## config.mk

```make
export PLATFORM = sky130hd
export DESIGN_NAME = scr_regs
export DESIGN_NICKNAME = d
export VERILOG_FILES = /design/src/design/scr_pkg.sv /design/src/design/scr_ref_divider.sv /design/src/design/scr_regs.sv
export SDC_FILE = /design/constraint.sdc
export NUM_CORES = 1
export LEC_CHECK = 0
export BUFFER_PORTS_ARGS = -buffer_cell sky130_fd_sc_hd__clkbuf_2
export CORE_ASPECT_RATIO = 2
export CORE_UTILIZATION = 30
export DETAILED_ROUTE_END_ITERATION = 10
export GPL_TIMING_DRIVEN = 0
export PLACE_DENSITY_LB_ADDON = 0.3
export SYNTH_ARGS = -nofsm -noshare
export SYNTH_HDL_FRONTEND = slang
export SYNTH_HIERARCHICAL = 1
export SYNTH_SLANG_ARGS = --single-unit
```

## constraint.sdc

```tcl
create_clock -name clk -period 4.4 [get_ports clk]
set_input_delay 1.32 -clock clk [delete_from_list [all_inputs] [get_ports clk]]
set_output_delay 1.32 -clock clk [all_outputs]
set_load 0.005 [all_outputs]
```

## src/design/scr_pkg.sv

```systemverilog
package scr_pkg;

    localparam int WORD_W   = 32;
    localparam int CODE_W   = 4;
    localparam int INT_W    = 16;
    localparam int MAIN_FRACTION_NUMERATOR_W  = 24;
    localparam int AUX_W    = 14;
    localparam int PHASE_W  = 24;
    localparam int MUX_W    = 3;
    localparam int RCNT_W   = 10;
    localparam int CP_W     = 4;
    localparam int DIVSEL_W = 3;

    // Register select codes carried in the low bits of every word.
    localparam logic [CODE_W-1:0] SEL_INT   = 4'h0;
    localparam logic [CODE_W-1:0] SEL_FRAC  = 4'h1;
    localparam logic [CODE_W-1:0] SEL_AUX   = 4'h2;
    localparam logic [CODE_W-1:0] SEL_PHASE = 4'h3;
    localparam logic [CODE_W-1:0] SEL_REF   = 4'h4;

    // Word 0 layout.
    localparam int INT_LSB     = 4;
    localparam int PRESC_BIT   = 20;
    localparam int AUTOCAL_BIT = 21;
    // Word 1 layout.
    localparam int MAIN_FRACTION_NUMERATOR_LSB   = 4;
    // Word 2 layout.
    localparam int AUXM_LSB    = 4;
    localparam int AUXN_LSB    = 18;
    // Word 3 layout.
    localparam int PHASE_LSB   = 4;
    localparam int ADJ_BIT     = 28;
    localparam int RESYNC_BIT  = 29;
    localparam int SUPP_BIT    = 30;
    // Word 4 layout.
    localparam int CRST_BIT    = 4;
    localparam int TRI_BIT     = 5;
    localparam int PD_BIT      = 6;
    localparam int POL_BIT     = 7;
    localparam int LVL_BIT     = 8;
    localparam int REFMODE_BIT = 9;
    localparam int CP_LSB      = 10;
    localparam int BUFEN_BIT   = 14;
    localparam int RCNT_LSB    = 15;
    localparam int HALVE_BIT   = 25;
    localparam int DBL_BIT     = 26;
    localparam int MUX_LSB     = 27;

    localparam logic [RCNT_W-1:0] RST_RCOUNT = 10'h001;

    typedef struct packed {
        logic [INT_W-1:0]   int_value;
        logic               prescaler_or_resync_select;
        logic [MAIN_FRACTION_NUMERATOR_W-1:0] main_fraction_numerator;
        logic [AUX_W-1:0]   aux_fraction_numerator;
        logic [AUX_W-1:0]   aux_fraction_modulus;
        logic [PHASE_W-1:0] phase_value;
        logic               modulator_reset_suppress;
        logic               phase_resync_enable;
        logic               phase_adjust_enable;
        logic [MUX_W-1:0]   test_output_selector;
        logic               reference_doubler_enable;
        logic               reference_halve_enable;
        logic [RCNT_W-1:0]  ref_count;
        logic               divider_select_buffer_enable;
        logic [CP_W-1:0]    pump_current_code;
        logic               ref_differential;
        logic               output_logic_level_select;
        logic               detector_polarity_select;
        logic               soft_power_down;
        logic               pump_tristate;
        logic               divider_counters_reset;
    } scr_cfg_t;

endpackage

```

## src/design/scr_ref_divider.sv

```systemverilog
`timescale 1ns/1ps
module scr_ref_divider #(
    parameter int RW = 10
) (
    input  wire logic          clk,
    input  wire logic          rst_n,
    input  wire logic          reference_input,
    input  wire logic          doubler,
    input  wire logic          halve,
    input  wire logic [RW-1:0] ratio,
    input  wire logic          hold,
    output logic               pfd_ref_r
);

    logic [2:0]    ref_q;
    logic [RW-1:0] cnt_r;
    logic [RW-1:0] cnt_nxt;
    logic          tog_r;
    logic          tog_nxt;
    logic          pfd_nxt;
    logic          rise;
    logic          fall;
    logic          active;
    logic [RW:0]   ratio_eff;

    assign rise = ref_q[1] & ~ref_q[2];
    assign fall = ~ref_q[1] & ref_q[2];

    always_comb
    begin
        // A ratio of zero is not a legal setting; treat it as one.
        ratio_eff = (ratio == '0) ? (RW+1)'(1) : {1'b0, ratio};
        active    = doubler ? (rise | fall) : fall;
        cnt_nxt   = cnt_r;
        tog_nxt   = tog_r;
        pfd_nxt   = 1'b0;
        if (hold)
        begin
            cnt_nxt = '0;
            tog_nxt = 1'b0;
        end
        else if (active)
        begin
            if ({1'b0, cnt_r} + (RW+1)'(1) >= ratio_eff)
            begin
                cnt_nxt = '0;
                tog_nxt = ~tog_r;
                pfd_nxt = ~halve;
            end
            else
            begin
                cnt_nxt = cnt_r + RW'(1);
            end
        end
        if (halve && !hold)
        begin
            pfd_nxt = tog_nxt;
        end
    end

    always_ff @(posedge clk)
    begin
        if (!rst_n)
        begin
            ref_q     <= '0;
            cnt_r     <= '0;
            tog_r     <= 1'b0;
            pfd_ref_r <= 1'b0;
        end
        else
        begin
            ref_q     <= {ref_q[1:0], reference_input};
            cnt_r     <= cnt_nxt;
            tog_r     <= tog_nxt;
            pfd_ref_r <= pfd_nxt;
        end
    end
endmodule

```

## src/design/scr_regs.sv

```systemverilog
`timescale 1ns/1ps
module scr_regs (
    input  wire logic                            clk,
    input  wire logic                            rst_n,
    input  wire logic                            serial_clock,
    input  wire logic                            serial_data,
    input  wire logic                            load_enable,
    input  wire logic                            reference_input,
    input  wire logic [scr_pkg::DIVSEL_W-1:0]    div_select_in,
    output scr_pkg::scr_cfg_t                    cfg_r,
    output logic [scr_pkg::PHASE_W-1:0]          phase_acc_r,
    output logic                                 autocal_start_r,
    output logic                                 modulator_reset_r,
    output logic [scr_pkg::DIVSEL_W-1:0]         div_select_r,
    output logic                                 pump_off_r,
    output logic                                 counters_hold_r,
    output logic                                 outputs_off_r,
    output logic                                 pfd_ref_r
);

    logic [2:0]                       sclk_q;
    logic [1:0]                       sdat_q;
    logic [2:0]                       le_q;
    logic [scr_pkg::WORD_W-1:0]       shift_r;
    logic [scr_pkg::WORD_W-1:0]       shift_nxt;
    logic                             load;
    logic [scr_pkg::CODE_W-1:0]       code;
    scr_pkg::scr_cfg_t                cfg_nxt;
    scr_pkg::scr_cfg_t                stg_r;
    scr_pkg::scr_cfg_t                stg_nxt;
    logic [scr_pkg::PHASE_W-1:0]      phase_nxt;
    logic                             cal_nxt;
    logic                             sdr_nxt;
    logic [scr_pkg::DIVSEL_W-1:0]     div_nxt;
    logic [scr_pkg::MAIN_FRACTION_NUMERATOR_W-1:0]      w_main_fraction_numerator;
    logic [scr_pkg::AUX_W-1:0]        w_auxm;
    logic [scr_pkg::MAIN_FRACTION_NUMERATOR_W-1:0]      stg_main_fraction_numerator;
    logic [scr_pkg::MAIN_FRACTION_NUMERATOR_W-1:0]      act_main_fraction_numerator;
    logic [scr_pkg::PHASE_W-1:0]      stg_phase;
    logic                             w_autocal;
    logic                             w_presc;
    logic                             supp;
    logic                             w0_load;

    assign load      = le_q[1] & ~le_q[2];
    assign code      = shift_r[scr_pkg::CODE_W-1:0];
    assign w_main_fraction_numerator   = shift_r[scr_pkg::MAIN_FRACTION_NUMERATOR_LSB +: scr_pkg::MAIN_FRACTION_NUMERATOR_W];
    assign w_auxm    = shift_r[scr_pkg::AUXM_LSB +: scr_pkg::AUX_W];
    assign w_autocal = shift_r[scr_pkg::AUTOCAL_BIT];
    assign w_presc   = shift_r[scr_pkg::PRESC_BIT];
    assign stg_main_fraction_numerator = stg_r.main_fraction_numerator;
    assign act_main_fraction_numerator = cfg_r.main_fraction_numerator;
    assign stg_phase = stg_r.phase_value;
    assign supp      = cfg_r.modulator_reset_suppress;
    assign w0_load   = load && code == scr_pkg::SEL_INT;

    // Serial pins are asynchronous; each level must last at least one clk period.
    always_comb
    begin
        shift_nxt = shift_r;
        if (sclk_q[1] && !sclk_q[2])
            shift_nxt = {shift_r[scr_pkg::WORD_W-2:0], sdat_q[1]};
    end

    always_ff @(posedge clk)
    begin
        if (!rst_n)
        begin
            sclk_q  <= '0;
            sdat_q  <= '0;
            le_q    <= '0;
            shift_r <= '0;
        end
        else
        begin
            sclk_q  <= {sclk_q[1:0], serial_clock};
            sdat_q  <= {sdat_q[0], serial_data};
            le_q    <= {le_q[1:0], load_enable};
            shift_r <= shift_nxt;
        end
    end

    always_comb
    begin
        cfg_nxt   = cfg_r;
        stg_nxt   = stg_r;
        phase_nxt = phase_acc_r;
        cal_nxt   = 1'b0;
        sdr_nxt   = 1'b0;
        div_nxt   = cfg_r.divider_select_buffer_enable ? div_select_r
                                                       : div_select_in;
        if (load)
        begin
            unique case (code)
                scr_pkg::SEL_INT:
                begin
                    cfg_nxt.int_value =
                        shift_r[scr_pkg::INT_LSB +: scr_pkg::INT_W];
                    cfg_nxt.prescaler_or_resync_select = w_presc;
                    // Staged fields apply together as one step.
                    cfg_nxt.main_fraction_numerator = stg_main_fraction_numerator;
                    cfg_nxt.aux_fraction_numerator =
                        stg_r.aux_fraction_numerator;
                    cfg_nxt.aux_fraction_modulus = stg_r.aux_fraction_modulus;
                    cfg_nxt.phase_value = stg_phase;
                    cfg_nxt.reference_doubler_enable =
                        stg_r.reference_doubler_enable;
                    cfg_nxt.reference_halve_enable =
                        stg_r.reference_halve_enable;
                    cfg_nxt.ref_count = stg_r.ref_count;
                    cfg_nxt.pump_current_code = stg_r.pump_current_code;
                    cal_nxt = w_autocal;
                    sdr_nxt = ~supp;
                    if (cfg_r.phase_adjust_enable)
                        phase_nxt = phase_acc_r + stg_phase;
                    div_nxt = div_select_in;
                end
                scr_pkg::SEL_FRAC:
                    stg_nxt.main_fraction_numerator = w_main_fraction_numerator;
                scr_pkg::SEL_AUX:
                begin
                    stg_nxt.aux_fraction_numerator =
                        shift_r[scr_pkg::AUXN_LSB +: scr_pkg::AUX_W];
                    stg_nxt.aux_fraction_modulus = w_auxm;
                end
                scr_pkg::SEL_PHASE:
                begin
                    stg_nxt.phase_value =
                        shift_r[scr_pkg::PHASE_LSB +: scr_pkg::PHASE_W];
                    cfg_nxt.modulator_reset_suppress =
                        shift_r[scr_pkg::SUPP_BIT];
                    cfg_nxt.phase_resync_enable = shift_r[scr_pkg::RESYNC_BIT];
                    cfg_nxt.phase_adjust_enable = shift_r[scr_pkg::ADJ_BIT];
                end
                scr_pkg::SEL_REF:
                begin
                    cfg_nxt.test_output_selector =
                        shift_r[scr_pkg::MUX_LSB +: scr_pkg::MUX_W];
                    stg_nxt.reference_doubler_enable =
                        shift_r[scr_pkg::DBL_BIT];
                    stg_nxt.reference_halve_enable =
                        shift_r[scr_pkg::HALVE_BIT];
                    stg_nxt.ref_count =
                        shift_r[scr_pkg::RCNT_LSB +: scr_pkg::RCNT_W];
                    cfg_nxt.divider_select_buffer_enable =
                        shift_r[scr_pkg::BUFEN_BIT];
                    stg_nxt.pump_current_code =
                        shift_r[scr_pkg::CP_LSB +: scr_pkg::CP_W];
                    cfg_nxt.ref_differential =
                        shift_r[scr_pkg::REFMODE_BIT];
                    cfg_nxt.output_logic_level_select =
                        shift_r[scr_pkg::LVL_BIT];
                    cfg_nxt.detector_polarity_select =
                        shift_r[scr_pkg::POL_BIT];
                    cfg_nxt.soft_power_down =
                        shift_r[scr_pkg::PD_BIT];
                    cfg_nxt.pump_tristate = shift_r[scr_pkg::TRI_BIT];
                    cfg_nxt.divider_counters_reset =
                        shift_r[scr_pkg::CRST_BIT];
                end
                default: ; // Codes of other registers are ignored.
            endcase
        end
    end

    always_ff @(posedge clk)
    begin
        if (!rst_n)
        begin
            cfg_r             <= '0;
            cfg_r.ref_count   <= scr_pkg::RST_RCOUNT;
            stg_r             <= '0;
            stg_r.ref_count   <= scr_pkg::RST_RCOUNT;
            phase_acc_r       <= '0;
            autocal_start_r   <= 1'b0;
            modulator_reset_r <= 1'b0;
            div_select_r      <= '0;
            pump_off_r        <= 1'b0;
            counters_hold_r   <= 1'b0;
            outputs_off_r     <= 1'b0;
        end
        else
        begin
            cfg_r             <= cfg_nxt;
            stg_r             <= stg_nxt;
            phase_acc_r       <= phase_nxt;
            autocal_start_r   <= cal_nxt;
            modulator_reset_r <= sdr_nxt;
            div_select_r      <= div_nxt;
            // Power down overrides pump and counters; settings are kept.
            pump_off_r      <= cfg_r.pump_tristate | cfg_r.soft_power_down;
            counters_hold_r <= cfg_r.divider_counters_reset
                               | cfg_r.soft_power_down;
            outputs_off_r   <= cfg_r.soft_power_down;
        end
    end

    scr_ref_divider #(.RW(scr_pkg::RCNT_W)) u_ref_div (
        .clk             (clk),
        .rst_n           (rst_n),
        .reference_input (reference_input),
        .doubler         (cfg_r.reference_doubler_enable),
        .halve           (cfg_r.reference_halve_enable),
        .ratio           (cfg_r.ref_count),
        .hold            (counters_hold_r),
        .pfd_ref_r       (pfd_ref_r)
    );
endmodule

```

==> qor.yml <==
worstPathRequired_ns: 4.89
die_h_um: 294
slew_violations: 0
num-fill-cells: 4471
final_nets: 1746
hpwlAfterDp_mm: 32.1
fin_util_pct: 36.3
clk_latency_ns: 0.55
place_ws_ns: 0.731
initial_core_util_pct: 30.6
end_kind: "flop"
ys_warn_count: 6
layout_min_cycle_time_ns: 3.06
critPathLaunchType: "flop"
syn_to_final_growth_pct: 18.6
synth_async_sr_flop_share_pct: 0
p_per_area_nw_per_um2: 351
cts_tree: "yes"
cts.sink_count: 301
final_cells: 2261
regArea_um2: 6030
drtAntennaViolNets: 0
ys_seq_area_share_pct: 47.0
clockBufferDepth: 3
max_stage_delay_ns: 0.45
dp.cells: 2212
wl_per_cell_um: 18.0
gp_congestion: 0.913
critical_path_peak_fanout: 7
postCtsSetupBuffers: 0
rows: 106
clock_skew_ns: 0.0124
cts-htree-levels: 1
die_w_um: 148
grt_setup_unrepaired: "no"
cts-buffers-inserted: 27
cp_cell_sequence: "and4_1 -> nand4_1 -> nor2_1 -> xor2_1 -> ha_1 -> a21oi_1 -> inv_1 -> a31oi_1 -> o21ai_1 -> nor3_2 -> a22o_1"
outcome: "finished, final reports clean"
tightest_slew_ns: 0.935
grt_pass1_wl_mm: 61.5
netlist_instances: 1509
max_freq_mhz: 327
drt-total-wl_mm: 40.7
drv_cap: 0
antenna_found_initial: 0
numPortBuffers: 163
synth.distinct_cells: 74
drt_iter0_markers: 402
via_count: 10800
cts_root_buf: "clkbuf_16"
cp_slowest_cell: "dfxtp_1"
synth_top_area_share_pct: 47.0
synth_edf_count: 0
crit_buf_inv: 1
dieArea_um2: 43600
synth_area_um2: 12800
ys_ff_latch: 301
synth_flop_cell: "dfxtp_1"
crit_family: "simple AND/OR/NAND/NOR gates"
worst-setup-path-type: "flop to flop"
finalHoldViolations: 0
track_usage_pct: 18.5
io-pin-count: 164
fin_setup_tns_ns: 0
postCtsResizedCells: 0
diodes: 0
grt_max_degree: 17
critical_path_arrival_ns: 3.55
overflow: 0
fin_ws_ns: 1.34
core-area_um2: 41900
synth.net_count: 1554
yosysTopAreaCell: "dfxtp_1"
timing.final.crit_share_pct: 69.5
vias_per_cell: 4.76
clkSlewWorstSetupHoldPaths_ns: 0.07
avgSynthCellArea_um2: 8.50
first_global_vias: 10700
hold_depth: 1
multi_input_area_um2: 6190
drive_gt1_share_pct: 16.4
finalPower_w: 0.00534
p_leak_nw: 5.67
worstSetupPathDepth: 11
setup-violations-final: 0
relSlewSlack_pct: 37.7
ir_drop_v: 0.000288
drt_first_pass_iters: 4
synth_area_leaders: "dfxtp_1, nand2_1, a21boi_0, a21boi_1, ha_1"
min_path_type: "flop to flop"
ctsHoldBuffers: 0
drc_errors: 0
r2r_cells: 11
## worst reg2reg max path, stage by stage (launching register included)
cell and delay (ns):
dfxtp_1 0.45, and4_1 0.27, nand4_1 0.21, nor2_1 0.21
xor2_1 0.21, ha_1 0.27, a21oi_1 0.23, inv_1 0.07
a31oi_1 0.30, o21ai_1 0.26, nor3_2 0.34, a22o_1 0.19
## Yosys cell counts, types with 12 or more instances
cell type	n
nor2_1	13
o21ai_0	13
a21oi_1	27
xnor2_1	20
buf_2	16
and2_1	18
nand3_1	12
o21ai_1	15
dfxtp_1	301
buf_6	13
a21boi_0	155
a21boi_1	100
inv_1	14
nand2_1	559
ha_1	35
clkbuf_1	56
## sequential cells by signal, indices dropped and copies added (netlist names), 2 cells and up
signal / count
sdat_q: 2
stg_r: 44
le_q: 3
stg_phase: 24
div_select_r: 3
sclk_q: 3
u_ref_div/cnt_r: 10
u_ref_div/ref_q: 3
cfg_r: 97
stg_main_fraction_numerator: 24
phase_acc_r: 24
shift_r: 32
act_main_fraction_numerator: 24
## area by class of cell
| class | count | share of cell area [%] |
|---|---|---|
| Inverter | 14 | 0.345 |
| Clock buffer | 34 | 4.81 |
| Tap cell | 540 | 4.44 |
| Buffer | 101 | 3.65 |
| Timing Repair Buffer | 163 | 5.36 |
| Sequential cell | 301 | 39.6 |
| Multi-Input combinational cell | 1093 | 40.7 |
| Clock inverter | 15 | 1.09 |
## per-stage QoR
step,instance area (um2),hold slack [ns]
after floorplan,12800,0.412
after global placement,14300,0.416
after detailed placement,14300,0.432
after CTS,15200,0.443
after global routing,15200,0.462
final,15200,0.440
## worst paths after layout
check                startpoint  slack, ns            endpoint
max          u_ref_div/cnt_r[2]       1.34  u_ref_div/cnt_r[5]
min                   sclk_q[0]       0.44           sclk_q[1]
max reg2reg  u_ref_div/cnt_r[2]       1.34  u_ref_div/cnt_r[5]
min reg2reg           sclk_q[0]       0.44           sclk_q[1]
## kinds of logic (layout without fill, tap and decap cells)
group,after synthesis,count (layout),share of synthesized area (%)
AND/OR/NAND/NOR,654,654,21.0
AO/OA/AOI/OAI,372,372,21.6
flip-flops,301,301,47.0
buffers and inverters,115,327,4.74
adder cells (fa/ha/maj),36,36,3.57
XOR/XNOR,27,27,1.84
multiplexers,4,4,0.312
## power by group
part           total, W  internal [W]  switching, W
logic          0.000158     0.0000575      0.000100
registers       0.00273       0.00273    0.00000372
clock network   0.00245       0.00136       0.00109
## layout by cell type, fill, tap and decap left out, types with 7 or more instances in the layout
cell       Yosys  layout
a21boi_0     155     155
a21boi_1     100     100
a21o_1         8       8
a21oi_1       27      27
and2_1        18      18
buf_2         16      16
buf_4         10      10
buf_6         13      13
clkbuf_1      56      60
clkbuf_16      0      27
clkbuf_2       0     163
clkinv_2       0       8
dfxtp_1      301     301
ha_1          35      35
inv_1         14      14
nand2_1      559     559
nand3_1       12      12
nand4_1        8       8
nor2_1        13      13
nor2b_1        7       7
o21ai_0       13      13
o21ai_1       15      15
xnor2_1       20      20
xor2_1         7       7
## routing by layer
layer | up-vias | GRT usage [%] | routed length (um)
met5 | - | 0 | 0
met4 | 0 | 9.76 | 2030
met3 | 89 | 3.44 | 2130
met2 | 223 | 37.3 | 22700
met1 | 5063 | 17.1 | 13900
li1 | 5391 | - | -
(Power assumes the default switching activity.)
